[src/logic/dgbl_pkg.sv]
// Package for the drive geometry block loader: word layout, limits,
// error codes, register map and shared types.
// Assumes 16-bit host memory words at even byte addresses and a 32-bit APB.
package dgbl_pkg;

  // Block layout (index of each word inside a block)
  localparam logic [3:0]  W_UNITS        = 4'h0;
  localparam logic [3:0]  W_TYPE         = 4'h1;
  localparam logic [3:0]  W_HOFS         = 4'h2;
  localparam logic [3:0]  W_SPT          = 4'h3;
  localparam logic [3:0]  W_HEADS        = 4'h4;
  localparam logic [3:0]  W_CYL          = 4'h5;
  localparam logic [3:0]  W_SPARE        = 4'h6;
  localparam logic [3:0]  W_ALT          = 4'h7;
  localparam logic [3:0]  W_FEAT         = 4'h8;
  localparam logic [3:0]  W_SPLIT        = 4'h9;
  localparam logic [3:0]  W_REM          = 4'ha;
  localparam logic [3:0]  W_COFS         = 4'he;
  localparam logic [3:0]  W_SPIRAL       = 4'hf;
  localparam logic [3:0]  W_LAST         = 4'hf;

  // Field limits
  localparam logic [15:0] MAX_UNITS      = 16'h0002;
  localparam logic [15:0] TYPE_OK        = 16'h0001;
  localparam logic [15:0] MAX_HOFS       = 16'h001f;
  localparam logic [15:0] MAX_SPT        = 16'h00ff;
  localparam logic [15:0] MAX_HEADS      = 16'h003f;
  localparam logic [15:0] MAX_CYL        = 16'h0fff;
  localparam logic [15:0] MAX_SPARE      = 16'h0001;
  localparam logic [15:0] MAX_ALT        = 16'h000f;
  localparam logic [15:0] MAX_FEAT       = 16'h0007;
  localparam logic [15:0] MAX_SPLIT      = 16'h0003;
  localparam logic [15:0] MAX_REM_ONE    = 16'h0001;
  localparam logic [15:0] MAX_REM_TWO    = 16'h0003;
  localparam logic [15:0] MAX_SPIRAL     = 16'h000f;
  localparam logic [15:0] MIN_ONE        = 16'h0001;
  localparam logic [15:0] MIN_ALT_CSPLIT = 16'h0002;
  localparam logic [15:0] ZERO_WORD      = 16'h0000;

  // Memory walk
  localparam logic [15:0] WORD_STEP      = 16'h0002;
  localparam logic [15:0] ADDR_LAST      = 16'hfffe;

  // Error codes: 0 is no error, 1..16 name the failing word, the rest are loader faults
  localparam logic [4:0]  ERR_NONE       = 5'h00;
  localparam logic [4:0]  ERR_EXTRA      = 5'h11;
  localparam logic [4:0]  ERR_ADDR       = 5'h12;

  // Register map (byte addresses)
  localparam logic [11:0] REG_CTRL       = 12'h000;
  localparam logic [11:0] REG_BASE       = 12'h004;
  localparam logic [11:0] REG_STATUS     = 12'h008;
  localparam logic [7:0]  DRV_REGION0    = 8'h01;
  localparam logic [7:0]  DRV_REGION1    = 8'h02;
  localparam logic [1:0]  DRV_SIZE       = 2'h0;
  localparam logic [1:0]  DRV_CYLS       = 2'h1;
  localparam logic [1:0]  DRV_MODE       = 2'h2;
  localparam logic [1:0]  DRV_COFS       = 2'h3;

  // Control and status bit positions
  localparam int          CTRL_START     = 0;
  localparam int          CTRL_REPL      = 1;
  localparam int          STS_BUSY       = 0;
  localparam int          STS_DONE       = 1;
  localparam int          STS_ERR        = 2;
  localparam int          STS_VALID      = 3;

  typedef enum logic [1:0] {
    SPLIT_NONE     = 2'h0,
    SPLIT_CYL      = 2'h1,
    SPLIT_HEAD     = 2'h2,
    SPLIT_HEAD_REV = 2'h3
  } dgbl_split_t;

  typedef enum logic [1:0] {
    ST_IDLE = 2'b00,
    ST_READ = 2'b01,
    ST_WAIT = 2'b11,
    ST_EVAL = 2'b10
  } dgbl_state_t;

  // Accepted geometry of one physical drive
  typedef struct packed {
    logic [8:0]  phys_spt;
    logic [5:0]  heads;
    logic [12:0] phys_cyl;
    logic [3:0]  alt_unit;
    logic        work_trk;
    dgbl_split_t split;
    logic        oncyl_drop;
    logic        strobe_cap;
    logic        offset_cap;
    logic [1:0]  removable;
    logic [4:0]  head_ofs;
    logic [3:0]  spiral;
    logic [15:0] cyl_ofs;
  } dgbl_drv_t;

endpackage

[src/logic/dgbl_loader.sv]
// Drive geometry block loader: walks parameter blocks in host memory,
// checks them and holds the derived geometry of up to two physical drives.
// Assumes an APB master on the register side and a req/ack memory port.
//
// Functional notes
// - A block is sixteen consecutive words, read in fixed order from unit count.
// - First block sets drive 0; two units copy it, else next block sets drive 1.
// - Unit count at most 2; zero means the rest is disregarded.
// - Drive type word must be exactly one.
// - Head offset 0..31, used by head splits, zero for splits 0 and 1.
// - Logical sectors per track 1..255, spares excluded.
// - Data heads per drive 1..63.
// - Logical cylinders 1..4095, alternates excluded.
// - Spare sectors 0 or 1; physical sectors are logical plus spares.
// - Alternates 0..15; physical cylinders are logical plus alternates.
// - Block replacement needs an alternate; with it on, spares reserve a working track.
// - Cylinder split halves the alternates; replacement then needs at least two.
// - Feature word 0..7; bit 0 means on-cylinder drops during head select.
// - Feature bit 1 means early and late strobe capable.
// - Feature bit 2 means head offset capable.
// - Split 0 keeps one unit; split 1 splits cylinders at the cylinder offset.
// - Split 2 splits heads at the starting head offset.
// - Split 3 splits heads with low heads as logical drive 1.
// - Removable flag is one bit unsplit, two bits (one per unit) when split.
// - Cylinder offset used only for split 1, zero otherwise.
// - Spiral offset 0..15 sectors of skew per track.
`timescale 1ns/100ps
`default_nettype none
module dgbl_loader (
  // Clock and reset
  input  wire logic             pclk,
  input  wire logic             presetn,
  // APB slave
  input  wire logic             psel,
  input  wire logic             penable,
  input  wire logic             pwrite,
  input  wire logic [11:0]      paddr,
  input  wire logic [31:0]      pwdata,
  output logic                  pready,
  output logic                  pslverr,
  output logic [31:0]           prdata,
  // Host memory
  output logic                  mem_req,
  output logic [15:0]           mem_addr,
  input  wire logic             mem_ack,
  input  wire logic [15:0]      mem_rdata,
  // Geometry for address translation
  output logic                  cfg_valid,
  output logic [1:0][8:0]       phys_spt,
  output logic [1:0][12:0]      phys_cyl,
  output logic [1:0][5:0]       heads
);

  typedef struct packed {
    dgbl_pkg::dgbl_state_t   st;
    logic [3:0]              widx;
    logic [15:0][15:0]       blk;
    logic [15:0]             addr;
    logic [1:0]              ndrv;
    logic                    busy;
    logic                    done;
    logic                    err;
    logic [4:0]              err_code;
    logic                    valid;
    logic                    repl_en;
    logic [15:0]             base;
    logic                    rd_go;
    logic                    pready;
    logic                    pslverr;
    logic [31:0]             prdata;
    dgbl_pkg::dgbl_drv_t [1:0] drv;
  } dgbl_top_state_t;

  dgbl_top_state_t q;
  dgbl_top_state_t next_q;

  logic        rd_valid;
  logic [15:0] rd_data;
  logic        blk_bad;
  logic [4:0]  blk_bad_word;

  dgbl_rd u_rd (
    .pclk      (pclk),
    .presetn   (presetn),
    .go        (q.rd_go),
    .go_addr   (q.addr),
    .rd_valid  (rd_valid),
    .rd_data   (rd_data),
    .mem_req   (mem_req),
    .mem_addr  (mem_addr),
    .mem_ack   (mem_ack),
    .mem_rdata (mem_rdata)
  );

  dgbl_chk u_chk (
    .blk      (q.blk),
    .repl_en  (q.repl_en),
    .bad      (blk_bad),
    .bad_word (blk_bad_word)
  );

  // Derive the held geometry of one accepted block
  function automatic dgbl_pkg::dgbl_drv_t make_drv(input logic [15:0][15:0] b,
                                                   input logic repl);
    dgbl_pkg::dgbl_drv_t d;
    logic [1:0]          sp;
    sp = b[dgbl_pkg::W_SPLIT][1:0];
    d.phys_spt = 9'(b[dgbl_pkg::W_SPT]) + 9'(b[dgbl_pkg::W_SPARE]);
    d.heads = b[dgbl_pkg::W_HEADS][5:0];
    d.phys_cyl = 13'(b[dgbl_pkg::W_CYL]) + 13'(b[dgbl_pkg::W_ALT]);
    // Each logical unit of a cylinder split gets half of the alternates
    d.alt_unit = (sp == 2'(dgbl_pkg::SPLIT_CYL)) ? (b[dgbl_pkg::W_ALT][3:0] >> 1)
                 : b[dgbl_pkg::W_ALT][3:0];
    d.work_trk = repl && b[dgbl_pkg::W_SPARE][0];
    d.split = dgbl_pkg::dgbl_split_t'(sp);
    d.oncyl_drop = b[dgbl_pkg::W_FEAT][0];
    d.strobe_cap = b[dgbl_pkg::W_FEAT][1];
    d.offset_cap = b[dgbl_pkg::W_FEAT][2];
    // Unsplit drives have a single flag; the unit 1 bit is forced clear
    d.removable = (sp == 2'(dgbl_pkg::SPLIT_NONE)) ? {1'b0, b[dgbl_pkg::W_REM][0]}
                  : b[dgbl_pkg::W_REM][1:0];
    d.head_ofs = b[dgbl_pkg::W_HOFS][4:0];
    d.spiral = b[dgbl_pkg::W_SPIRAL][3:0];
    d.cyl_ofs = b[dgbl_pkg::W_COFS];
    make_drv = d;
  endfunction

  // One drive register, selected by the low address bits
  function automatic logic [31:0] drv_word(input dgbl_pkg::dgbl_drv_t d,
                                           input logic [1:0] sel);
    logic [31:0] w;
    w = '0;
    unique case (sel)
      dgbl_pkg::DRV_SIZE: w = {10'h000, d.heads, 7'h00, d.phys_spt};
      dgbl_pkg::DRV_CYLS: w = {12'h000, d.alt_unit, 3'h0, d.phys_cyl};
      dgbl_pkg::DRV_MODE: w = {11'h000, d.work_trk, d.spiral, 3'h0, d.head_ofs,
                               1'b0, d.removable, d.offset_cap, d.strobe_cap,
                               d.oncyl_drop, d.split};
      dgbl_pkg::DRV_COFS: w = {16'h0000, d.cyl_ofs};
    endcase
    drv_word = w;
  endfunction

  logic        acc;
  logic        wr_end;
  logic        start_req;
  logic        drv_hit;
  logic        drv_sel;
  logic [15:0] step_addr;
  logic        at_top;

  assign acc       = psel && penable && !q.pready;
  assign wr_end    = psel && penable && pwrite && q.pready;
  assign drv_hit   = (paddr[11:4] == dgbl_pkg::DRV_REGION0)
                     || (paddr[11:4] == dgbl_pkg::DRV_REGION1);
  assign drv_sel   = (paddr[11:4] == dgbl_pkg::DRV_REGION1);
  assign step_addr = q.addr + dgbl_pkg::WORD_STEP;
  // Walking past the top of the 64K window would wrap to address zero
  assign at_top    = (q.addr == dgbl_pkg::ADDR_LAST);

  always_comb
  begin
    next_q = q;
    next_q.rd_go = 1'b0;
    next_q.pready = 1'b0;
    next_q.pslverr = 1'b0;
    start_req = 1'b0;

    // APB: one wait state, answer registered
    if (acc)
    begin
      next_q.pready = 1'b1;
      next_q.prdata = '0;
      if (paddr == dgbl_pkg::REG_CTRL)
      begin
        if (!pwrite)
          next_q.prdata[dgbl_pkg::CTRL_REPL] = q.repl_en;
      end
      else if (paddr == dgbl_pkg::REG_BASE)
      begin
        if (!pwrite)
          next_q.prdata = {16'h0000, q.base};
      end
      else if (paddr == dgbl_pkg::REG_STATUS)
      begin
        if (!pwrite)
        begin
          next_q.prdata[dgbl_pkg::STS_BUSY] = q.busy;
          next_q.prdata[dgbl_pkg::STS_DONE] = q.done;
          next_q.prdata[dgbl_pkg::STS_ERR] = q.err;
          next_q.prdata[dgbl_pkg::STS_VALID] = q.valid;
          next_q.prdata[12:8] = q.err_code;
          next_q.prdata[17:16] = q.ndrv;
        end
      end
      else if (drv_hit)
      begin
        if (!pwrite)
          next_q.prdata = drv_word(q.drv[drv_sel], paddr[3:2]);
      end
      else
        next_q.pslverr = 1'b1;
    end

    // Writes land only at the edge where the master sees pready
    if (wr_end && (paddr == dgbl_pkg::REG_CTRL))
    begin
      start_req = pwdata[dgbl_pkg::CTRL_START];
      // Option is frozen during a load so one load sees one setting
      if (!q.busy)
        next_q.repl_en = pwdata[dgbl_pkg::CTRL_REPL];
    end
    if (wr_end && (paddr == dgbl_pkg::REG_BASE))
      next_q.base = pwdata[15:0];

    unique case (q.st)
      dgbl_pkg::ST_IDLE:
      begin
        if (start_req)
        begin
          next_q.done = 1'b0;
          next_q.err = 1'b0;
          next_q.err_code = dgbl_pkg::ERR_NONE;
          next_q.valid = 1'b0;
          next_q.ndrv = 2'h0;
          next_q.widx = dgbl_pkg::W_UNITS;
          next_q.addr = q.base;
          if (q.base[0])
          begin
            next_q.done = 1'b1;
            next_q.err = 1'b1;
            next_q.err_code = dgbl_pkg::ERR_ADDR;
          end
          else
          begin
            next_q.busy = 1'b1;
            next_q.st = dgbl_pkg::ST_READ;
          end
        end
      end
      dgbl_pkg::ST_READ:
      begin
        next_q.rd_go = 1'b1;
        next_q.st = dgbl_pkg::ST_WAIT;
      end
      dgbl_pkg::ST_WAIT:
      begin
        if (rd_valid)
        begin
          next_q.blk[q.widx] = rd_data;
          if ((q.widx == dgbl_pkg::W_UNITS) && (rd_data == dgbl_pkg::ZERO_WORD))
          begin
            // A zero unit count where a block would start ends the walk
            next_q.busy = 1'b0;
            next_q.done = 1'b1;
            next_q.valid = (q.ndrv != 2'h0);
            next_q.st = dgbl_pkg::ST_IDLE;
          end
          else if ((q.widx == dgbl_pkg::W_UNITS) && (q.ndrv == 2'h2))
          begin
            next_q.busy = 1'b0;
            next_q.done = 1'b1;
            next_q.err = 1'b1;
            next_q.err_code = dgbl_pkg::ERR_EXTRA;
            next_q.st = dgbl_pkg::ST_IDLE;
          end
          else if (q.widx == dgbl_pkg::W_LAST)
            next_q.st = dgbl_pkg::ST_EVAL;
          else if (at_top)
          begin
            next_q.busy = 1'b0;
            next_q.done = 1'b1;
            next_q.err = 1'b1;
            next_q.err_code = dgbl_pkg::ERR_ADDR;
            next_q.st = dgbl_pkg::ST_IDLE;
          end
          else
          begin
            next_q.widx = q.widx + 4'h1;
            next_q.addr = step_addr;
            next_q.st = dgbl_pkg::ST_READ;
          end
        end
      end
      dgbl_pkg::ST_EVAL:
      begin
        if (blk_bad || at_top
            || ((q.ndrv == 2'h1) && (q.blk[dgbl_pkg::W_UNITS] == dgbl_pkg::MAX_UNITS)))
        begin
          next_q.busy = 1'b0;
          next_q.done = 1'b1;
          next_q.err = 1'b1;
          next_q.err_code = blk_bad ? blk_bad_word
                            : (at_top ? dgbl_pkg::ERR_ADDR : dgbl_pkg::ERR_EXTRA);
          next_q.st = dgbl_pkg::ST_IDLE;
        end
        else
        begin
          // Lowest block takes drive 0; a two-unit block fills both drives
          next_q.drv[q.ndrv[0]] = make_drv(q.blk, q.repl_en);
          if (q.blk[dgbl_pkg::W_UNITS] == dgbl_pkg::MAX_UNITS)
          begin
            next_q.drv[1] = make_drv(q.blk, q.repl_en);
            next_q.ndrv = 2'h2;
          end
          else
            next_q.ndrv = q.ndrv + 2'h1;
          next_q.widx = dgbl_pkg::W_UNITS;
          next_q.addr = step_addr;
          next_q.st = dgbl_pkg::ST_READ;
        end
      end
    endcase
  end

  always_ff @(posedge pclk or negedge presetn)
  begin
    if (!presetn)
      q <= '0;
    else
      q <= next_q;
  end

  assign pready    = q.pready;
  assign pslverr   = q.pslverr;
  assign prdata    = q.prdata;
  assign cfg_valid = q.valid;

  // Translation geometry straight from the held drive records
  generate
    for (genvar g = 0; g < 2; g++)
    begin : g_geom
      assign phys_spt[g] = q.drv[g].phys_spt;
      assign phys_cyl[g] = q.drv[g].phys_cyl;
      assign heads[g]    = q.drv[g].heads;
    end
  endgenerate

endmodule
`default_nettype wire

[src/logic/dgbl_rd.sv]
// Single-word reader toward host memory.
// Assumes a req/ack memory port: data is valid with ack, req is held until ack.
`timescale 1ns/100ps
`default_nettype none
module dgbl_rd (
  // Clock and reset
  input  wire logic        pclk,
  input  wire logic        presetn,
  // Command from the loader
  input  wire logic        go,
  input  wire logic [15:0] go_addr,
  output logic             rd_valid,
  output logic [15:0]      rd_data,
  // Host memory
  output logic             mem_req,
  output logic [15:0]      mem_addr,
  input  wire logic        mem_ack,
  input  wire logic [15:0] mem_rdata
);

  typedef struct packed {
    logic        req;
    logic [15:0] addr;
    logic        valid;
    logic [15:0] data;
  } dgbl_rd_state_t;

  dgbl_rd_state_t q;
  dgbl_rd_state_t next_q;

  always_comb
  begin
    next_q = q;
    next_q.valid = 1'b0;
    if (q.req && mem_ack)
    begin
      next_q.req = 1'b0;
      next_q.valid = 1'b1;
      next_q.data = mem_rdata;
    end
    else if (go && !q.req)
    begin
      next_q.req = 1'b1;
      next_q.addr = go_addr;
    end
  end

  always_ff @(posedge pclk or negedge presetn)
  begin
    if (!presetn)
      q <= '0;
    else
      q <= next_q;
  end

  assign mem_req  = q.req;
  assign mem_addr = q.addr;
  assign rd_valid = q.valid;
  assign rd_data  = q.data;

endmodule
`default_nettype wire

[src/logic/dgbl_chk.sv]
// Range and consistency check of one captured sixteen-word block.
// Purely combinational; the caller holds the block stable while it looks.
`timescale 1ns/100ps
`default_nettype none
module dgbl_chk (
  // Captured block and options
  input  wire logic [15:0][15:0] blk,
  input  wire logic              repl_en,
  // Verdict
  output logic                   bad,
  output logic [4:0]             bad_word
);

  function automatic logic in_range(input logic [15:0] v, input logic [15:0] lo,
                                    input logic [15:0] hi);
    in_range = (v >= lo) && (v <= hi);
  endfunction

  logic [15:0] fail;
  logic [15:0] split;
  logic [15:0] alt;
  logic        csplit;

  assign split  = blk[dgbl_pkg::W_SPLIT];
  assign alt    = blk[dgbl_pkg::W_ALT];
  assign csplit = (split == 16'(dgbl_pkg::SPLIT_CYL));

  always_comb
  begin
    fail = '0;
    fail[dgbl_pkg::W_UNITS] = !in_range(blk[dgbl_pkg::W_UNITS], dgbl_pkg::MIN_ONE,
                                        dgbl_pkg::MAX_UNITS);
    fail[dgbl_pkg::W_TYPE] = (blk[dgbl_pkg::W_TYPE] != dgbl_pkg::TYPE_OK);
    // Head offset only means something for head splits
    fail[dgbl_pkg::W_HOFS] = !in_range(blk[dgbl_pkg::W_HOFS], dgbl_pkg::ZERO_WORD,
                                       dgbl_pkg::MAX_HOFS)
                             || ((split < 16'(dgbl_pkg::SPLIT_HEAD))
                                 && (blk[dgbl_pkg::W_HOFS] != dgbl_pkg::ZERO_WORD));
    fail[dgbl_pkg::W_SPT] = !in_range(blk[dgbl_pkg::W_SPT], dgbl_pkg::MIN_ONE,
                                      dgbl_pkg::MAX_SPT);
    fail[dgbl_pkg::W_HEADS] = !in_range(blk[dgbl_pkg::W_HEADS], dgbl_pkg::MIN_ONE,
                                        dgbl_pkg::MAX_HEADS);
    fail[dgbl_pkg::W_CYL] = !in_range(blk[dgbl_pkg::W_CYL], dgbl_pkg::MIN_ONE,
                                      dgbl_pkg::MAX_CYL);
    fail[dgbl_pkg::W_SPARE] = !in_range(blk[dgbl_pkg::W_SPARE], dgbl_pkg::ZERO_WORD,
                                        dgbl_pkg::MAX_SPARE);
    // Replacement needs alternates; a cylinder split shares them in equal halves
    fail[dgbl_pkg::W_ALT] = !in_range(alt, dgbl_pkg::ZERO_WORD, dgbl_pkg::MAX_ALT)
                            || (repl_en && (alt < dgbl_pkg::MIN_ONE))
                            || (csplit && alt[0])
                            || (repl_en && csplit && (alt < dgbl_pkg::MIN_ALT_CSPLIT));
    fail[dgbl_pkg::W_FEAT] = !in_range(blk[dgbl_pkg::W_FEAT], dgbl_pkg::ZERO_WORD,
                                       dgbl_pkg::MAX_FEAT);
    fail[dgbl_pkg::W_SPLIT] = !in_range(split, dgbl_pkg::ZERO_WORD, dgbl_pkg::MAX_SPLIT);
    fail[dgbl_pkg::W_REM] = !in_range(blk[dgbl_pkg::W_REM], dgbl_pkg::ZERO_WORD,
                                      (split == 16'(dgbl_pkg::SPLIT_NONE))
                                      ? dgbl_pkg::MAX_REM_ONE : dgbl_pkg::MAX_REM_TWO);
    // Second unit must start inside the logical cylinder range
    fail[dgbl_pkg::W_COFS] = csplit ? (blk[dgbl_pkg::W_COFS] >= blk[dgbl_pkg::W_CYL])
                             : (blk[dgbl_pkg::W_COFS] != dgbl_pkg::ZERO_WORD);
    fail[dgbl_pkg::W_SPIRAL] = !in_range(blk[dgbl_pkg::W_SPIRAL], dgbl_pkg::ZERO_WORD,
                                         dgbl_pkg::MAX_SPIRAL);
  end

  // Report the lowest failing word
  always_comb
  begin
    bad = |fail;
    bad_word = dgbl_pkg::ERR_NONE;
    for (int i = 15; i >= 0; i--)
    begin
      if (fail[i])
        bad_word = 5'(i + 1);
    end
  end

endmodule
`default_nettype wire

[config.mk]
export PLATFORM = sky130hd
export DESIGN_NAME = dgbl_loader
export DESIGN_NICKNAME = d
export VERILOG_FILES = /design/src/logic/dgbl_pkg.sv /design/src/logic/dgbl_loader.sv /design/src/logic/dgbl_rd.sv /design/src/logic/dgbl_chk.sv
export SDC_FILE = /design/constraint.sdc
export NUM_CORES = 1
export LEC_CHECK = 0
export BUFFER_PORTS_ARGS = -buffer_cell sky130_fd_sc_hd__clkbuf_2
export CORE_ASPECT_RATIO = 0.75
export CORE_UTILIZATION = 50
export CTS_CLUSTER_DIAMETER = 120
export DETAILED_ROUTE_END_ITERATION = 6
export GPL_ROUTABILITY_DRIVEN = 0
export PLACE_DENSITY = 0.67
export SYNTH_ARGS = -nofsm -noshare
export SYNTH_HDL_FRONTEND = slang
export SYNTH_SLANG_ARGS = --single-unit
[constraint.sdc]
create_clock -name pclk -period 5.9 [get_ports pclk]
set_input_delay 0 -clock pclk [delete_from_list [all_inputs] [get_ports pclk]]
set_output_delay 0 -clock pclk [all_outputs]
set_load 0.01 [all_outputs]
==> metrics.yaml, run 1 <==
status: "finished clean"
synth_adder_area_share: 0.0285
dieHeight_um: 180
overflow: 0
yosys-top-cells-area: "dfrtp_1, mux2_2, nand2_1"
cp_top_family: "simple AND/OR/NAND/NOR gates"
synth_cells: 1846
nFillCells: 3402
die_w_um: 240
drive_above_1_share: 0.267
die-area_um2: 43200
slowest_delay_ns: 0.96
post_cts.resized_instances: 0
portBuffers: 147
rows: 64
worst-path-buf-inv: 1
fin_area_um2: 23600
wl_per_cell_um: 22.0
placed_area_um2: 21800
final_nets: 2040
ir_worst_vdd_mv: 0.309
clkTransAtPathRegs_ns: 0.06
cp_max_fo: 23
synth_compound_area_frac: 0.0813
viasPerCell: 5.85
arrival_ns: 4.80
hold_viol: 0
cts_buffers: 44
synth-seq-cells: 447
grt_antenna_before_repair: 2
slew_violations: 0
yosysTopAreaCell: "dfrtp_1"
area_delta_synth_final_pct: 11.5
post-route-drc-count: 0
core_area_um2: 41200
synthSimpleGateAreaFrac: 0.107
slew_headroom: 0.258
vias: 14800
worst_pin_slew_ns: 1.11
final_util: 0.573
synth.top_cell.area_share: 0.528
slowest_stage: "and2_1"
cap_violations: 0
post-cts-setup-buffer-count: 0
fin_tns_setup_ns: 0
grt_pass1_wl_um: 85800
hp-class: "input port to flop"
grt.total_usage: 0.260
period_needed_ns: 4.30
post-route-period-util: 0.729
p_leak_nw: 11.6
power_density_nw_per_um2: 358
drtIter0Drc: 1380
clock_path_buffers: 3
synth_xor_area_frac: 0.00910
fmax_mhz: 232
fin_worst_skew_ns: 0.0255
first_global_vias: 14500
htreeDepth: 2
insertion_delay_ns: 0.57
synth.area.mux_share: 0.187
synth_top_family_by_area: "multiplexers"
synth.distinct_cells: 73
routed_wl_um: 55600
path_cells: "nor4_1, nand4_1, nor3_1, ha_1, a21boi_0, nor4_1, nand3_1, a2111oi_4, and2_1, buf_4, nand2_1, nand2_1"
synth_flop_cell: "dfrtp_1"
postSynthAreaPerCell_um2: 11.5
ys_warn_count: 0
async_flop_share: 1.00
path_class: "flop to flop"
grt_max_degree: 172
yosysSeqAreaShare: 0.528
io_pins: 174
ant_nets: 0
end_kind: "flop"
cts_tree: "built"
p_total_mw: 8.45
crit_required_ns: 6.39
setup_violations: 0
synth-edff-count: 0
drt_first_pass_iters: 5
initial_core_util: 0.514
dp_hpwl_um: 38300
cts_sinks: 447
synth.cell_area_um2: 21200
start_kind: "flop"
rsz0062_at_grt: "no"
cts_root_buf: "clkbuf_16"
[layer usage]
| metal | up-vias | GRT usage | share of wire |
|---|---|---|---|
| met2 | 513 | 0.393 | 0.45 |
| met1 | 7495 | 0.379 | 0.45 |
| met3 | 78 | 0.0568 | 0.078 |
| met4 | 0 | 0.0669 | 0.021 |
| li1 | 6664 | - | - |
| met5 | - | 0 | 0 |
[synth_stat cells, types with 3 or more instances]
| library cell | n |
|---|---|
| nor3_1 | 33 |
| and3_1 | 12 |
| ha_1 | 45 |
| a32o_1 | 3 |
| nand2b_1 | 5 |
| a211oi_1 | 5 |
| o31ai_1 | 20 |
| mux4_2 | 20 |
| a22oi_1 | 15 |
| nor2_1 | 56 |
| nand2_1 | 251 |
| a21oi_1 | 53 |
| nor2b_1 | 6 |
| and2_0 | 4 |
| xnor2_1 | 10 |
| dfrtp_1 | 447 |
| or2_2 | 5 |
| a221oi_1 | 4 |
| nand3_1 | 22 |
| or4_1 | 5 |
| and2_1 | 7 |
| and4_1 | 5 |
| mux2_2 | 247 |
| a31oi_1 | 10 |
| buf_4 | 88 |
| nor3b_1 | 6 |
| xor2_1 | 12 |
| o21ai_0 | 97 |
| nand4_1 | 20 |
| buf_2 | 16 |
| a32oi_1 | 4 |
| buf_6 | 4 |
| nor4_1 | 46 |
| inv_1 | 39 |
| o21ai_1 | 17 |
| a22o_1 | 6 |
| clkbuf_1 | 73 |
| buf_1 | 7 |
| o221ai_1 | 8 |
| o211ai_1 | 6 |
| mux2_1 | 39 |
| o2bb2ai_1 | 3 |
| mux2i_1 | 26 |
[logic make-up after synthesis]
group | count (synthesis)
other | 1
muxes | 334
and+or+nand+nor | 491
AOI/OAI and AO/OA | 276
DFF | 447
adders and majority gates | 47
xor gates and xnor gates | 22
buffers and inverters | 228
[state kept, by name, indices dropped and copies added (netlist names)]
name / cells
u_rd.mem_req: 1
u_rd.rd_data: 16
phys_cyl: 26
phys_spt: 18
q: 332
u_rd.mem_addr: 16
u_rd.rd_valid: 1
pready: 1
pslverr: 1
cfg_valid: 1
heads: 12
prdata: 22
[layout make-up]
type / count / area, um^2 / share of cell area
Antenna cell: 1 / 2.50 / 0.000106
Clock inverter: 10 / 57.6 / 0.00244
Timing Repair Buffer: 214 / 1360 / 0.0578
Sequential cell: 447 / 11200 / 0.474
Inverter: 40 / 150 / 0.00636
Multi-Input combinational cell: 1180 / 8810 / 0.373
Clock buffer: 69 / 1350 / 0.0570
Tap cell: 561 / 702 / 0.0297
[where the power goes]
group          switching [mW]  internal [mW]  leakage [nW]  total (mW)
combinational            1.21          0.685          4.71        1.89
clock                    1.19           1.57         0.701        2.75
sequential              0.369           3.43          6.15        3.80
[metrics by stage]
| step | hold WS (ns) | cells | setup slack, ns |
|---|---|---|---|
| 6_report | 0.0603 | 2522 | 1.60 |
| 5_1_grt | 0.0932 | 2521 | 1.16 |
| 4_1_cts | 0.0389 | 2521 | 1.60 |
| 3_5_place_dp | 0.0876 | 2401 | 1.62 |
| 3_3_place_gp | 0.0897 | 2401 | 1.68 |
| 2_1_floorplan | -0.296 | 1855 | 2.90 |
[cell usage in the layout, fill, tap and decap left out, types with 8 or more instances in the layout]
master         count
dfrtp_1          447
nand2_1          250
mux2_2           247
clkbuf_2         146
o21ai_0           97
nor2_1            55
a21oi_1           53
nor4_1            46
ha_1              45
clkbuf_16         45
dlygate4sd3_1     41
inv_1             39
mux2_1            39
nor3_1            33
mux2i_1           26
buf_4             25
nand3_1           22
nand4_1           20
o31ai_1           20
mux4_2            20
o21ai_1           17
a22oi_1           15
clkbuf_8          13
xor2_1            12
and3_1            12
clkbuf_1          11
xnor2_1           10
a31oi_1           10
conb_1            10
and2_1             8
o221ai_1           8
clkinv_2           8
[final timing paths]
check                           depth (start not counted)     from  slack, ns               end
min in group asynchronous                               2  presetn       0.07  u_rd.mem_addr[6]
worst min register to register                          2     q[2]       0.47              q[2]
worst max-delay path                                   12   q[367]       1.60          heads[0]
max in group asynchronous                               3  presetn       4.25             q[29]
worst min-delay path                                    4     psel       0.06            q[165]
worst max register to register                         12   q[367]       1.60          heads[0]
[timing repair]
action | 4_1_cts | 5_1_grt
hold endpoints to repair | 139 | 0
setup endpoints to repair | 0 | 0
hold buffers | 41 | 0
[tightest hold or removal path, stage by stage]
cell	delay, ns
clkbuf_2	0.09
nand4_1	0.17
nor2_1	0.12
mux2_2	0.22
No activity file was read; power rests on OpenSTA's default activity.
==> inputs of run 2 (changes only) <==
==> constraint.sdc (replaced) <==
create_clock -name pclk -period 4.3 [get_ports pclk]
set_input_delay 0 -clock pclk [delete_from_list [all_inputs] [get_ports pclk]]
set_output_delay 0 -clock pclk [all_outputs]
set_load 0.01 [all_outputs]
==> run 2 against run 1 <==
Against the previous run:
- register-to-register slack got worse by 1.3 ns
- via count rose by 0.81%
- die area did not move
- total power rose by 39%
- utilization rose by 0.43 points
- maximum frequency rose by 8.8%
- design area rose by 0.76%
- sequential share of layout area fell by 0.36 points
- non-clock buffer count rose by 11
- worst hold slack got worse by 0.0061 ns
- critical path depth did not move
- combinational power rose by 42%
- critical path type unchanged
- largest power group unchanged
==> metrics.yaml, run 2 (synthesis results as in run 1) <==
period_needed_ns: 3.95  # was 4.30 ns
drive_above_1_share: 0.271  # was 0.267
largest_reg_flops: 332  # unchanged
die_w_um: 240  # unchanged
routed_wl_um: 56200  # was 55600 um
cap_violations: 0  # unchanged
cts_tree: "built"  # unchanged
fin_worst_skew_ns: 0.0228  # was 0.0255 ns
clock_path_buffers: 3  # unchanged
dp_hpwl_um: 38500  # was 38300 um
setup_violations: 0  # unchanged
grt_pass1_wl_um: 88100  # was 85800 um
end_kind: "flop"  # unchanged
grt_max_degree: 133  # was 172
cts_buffers: 44  # unchanged
vias: 14900  # was 14800
ir_worst_vdd_mv: 0.422  # was 0.309 mV
die-area_um2: 43200  # unchanged
p_leak_nw: 11.7  # was 11.6 nW
final_nets: 2051  # was 2040
cp_max_fo: 88  # was 23
start_kind: "flop"  # unchanged
core_area_um2: 41200  # unchanged
portBuffers: 147  # unchanged
rows: 64  # unchanged
fmax_mhz: 253  # was 232 MHz
htreeDepth: 2  # unchanged
clkTransAtPathRegs_ns: 0.06  # about the same
area_delta_synth_final_pct: 12.3  # was 11.5%
post-route-drc-count: 0  # unchanged
hold_viol: 0  # unchanged
final_common_cell: "dfrtp_1"  # unchanged
post-route-period-util: 0.920  # was 0.729
cts_root_buf: "clkbuf_16"  # unchanged
grt_antenna_before_repair: 1  # was 2
arrival_ns: 4.34  # was 4.80 ns
dieHeight_um: 180  # unchanged
nFillCells: 3386  # was 3402
rsz0062_at_grt: "no"  # unchanged
first_global_vias: 14800  # was 14500
insertion_delay_ns: 0.56  # was 0.57 ns
whs_ns: 0.0543  # was 0.0603 ns
power_density_nw_per_um2: 495  # was 358 nW/um^2
viasPerCell: 5.87  # was 5.85
fin_tns_setup_ns: 0  # unchanged
hp-class: "input port to async pin"  # was input port to flop
final_cell_mix: "dfrtp_1, nand2_1, mux2_2"  # unchanged
grt.total_usage: 0.265  # was 0.260
wl_per_cell_um: 22.2  # was 22.0 um
initial_core_util: 0.514  # unchanged
drt_first_pass_iters: 6  # was 5
crit_required_ns: 4.69  # was 6.39 ns
slew_headroom: 0.127  # was 0.258
top_register: "q"  # unchanged
ant_nets: 0  # unchanged
drtIter0Drc: 1402  # was 1380
overflow: 0  # unchanged
path_class: "flop to flop"  # unchanged
slew_violations: 0  # unchanged
status: "finished clean"  # unchanged
worst_pin_slew_ns: 1.30  # was 1.11 ns
post-cts-setup-buffer-count: 0  # unchanged
io_pins: 174  # unchanged
cts_sinks: 447  # unchanged
==> run 2: cell count changes in the layout (fill, tap and decap cells not counted) <==
cell	delta
buf_12	+3
clkinv_2	-4
buf_4	+9
bufinv_16	+2
clkbuf_8	+1
clkbuf_1	+2
dlygate4sd3_1	-1
==> run 2: worst paths after layout <==
path	start	endpoint	slack, ns	cells after the start
max	q[360]	phys_spt[3]	0.35	12
min	presetn	u_rd.mem_addr[7]	0.05	2
max reg2reg	q[360]	phys_spt[3]	0.35	12
min reg2reg	q[24]	q[24]	0.47	2
max in group asynchronous	presetn	q[259]	3.03	3
min in group pclk	psel	q[166]	0.10	4
==> run 2: area by class of cell <==
type	instances	area, um^2	area share
clock inverters	8	97.6	0.00410
well taps	561	702	0.0295
repair buffers	225	1480	0.0623
clock buffers	72	1370	0.0575
multi-input cells	1180	8810	0.370
diodes	1	2.50	0.000105
inverters	40	150	0.00631
flip-flops and latches	447	11200	0.470
==> run 2: through the flow <==
| stage | worst slack, ns | utilization | cells | instance area (um^2) | total power, mW |
|---|---|---|---|---|---|
| 2_1_floorplan | 1.30 | - | 1855 | 21200 | 6.63 |
| 3_3_place_gp | 0.641 | 0.532 | 2413 | 21900 | 7.78 |
| 3_5_place_dp | 0.416 | 0.532 | 2413 | 21900 | 7.88 |
| 4_1_cts | 0.424 | 0.577 | 2533 | 23800 | 11.8 |
| 5_1_grt | 0.0707 | 0.577 | 2533 | 23800 | 12.3 |
| 6_report | 0.345 | 0.577 | 2534 | 23800 | 11.8 |
==> run 2: routing by layer <==
metal | up-vias | global-route usage | routed length (um)
met1 | 7588 | 0.398 | 25800
met2 | 522 | 0.407 | 25600
met3 | 79 | 0.0406 | 3830
met4 | 0 | 0.0556 | 977
li1 | 6681 | - | -
met5 | - | 0 | 0
==> run 2: where the power goes <==
part / leakage (nW) / internal [mW] / total, mW / switching, mW
clock: 0.724 / 2.29 / 3.90 / 1.62
sequential: 6.15 / 4.71 / 5.19 / 0.475
combinational: 4.78 / 0.971 / 2.68 / 1.71
total: 11.7 / 7.97 / 11.8 / 3.80
==> run 2: critical path: stages (launching register included) <==
cell and delay (ns):
dfrtp_1 0.37, nor4_1 0.44, nand4_1 0.32, nor3_1 0.26, ha_1 0.15, a21boi_0 0.10
nor4_1 0.42, nand3_1 0.25, a2111oi_4 0.68, nand2_2 0.09, buf_4 0.41, nand2_1 0.19
o21ai_0 0.10
==> run 2: timing repair <==
action / in CTS / in global routing
gates resized for setup: 0 / 0
hold buffers: 40 / 0
endpoints found under the hold margin: 130 / 0
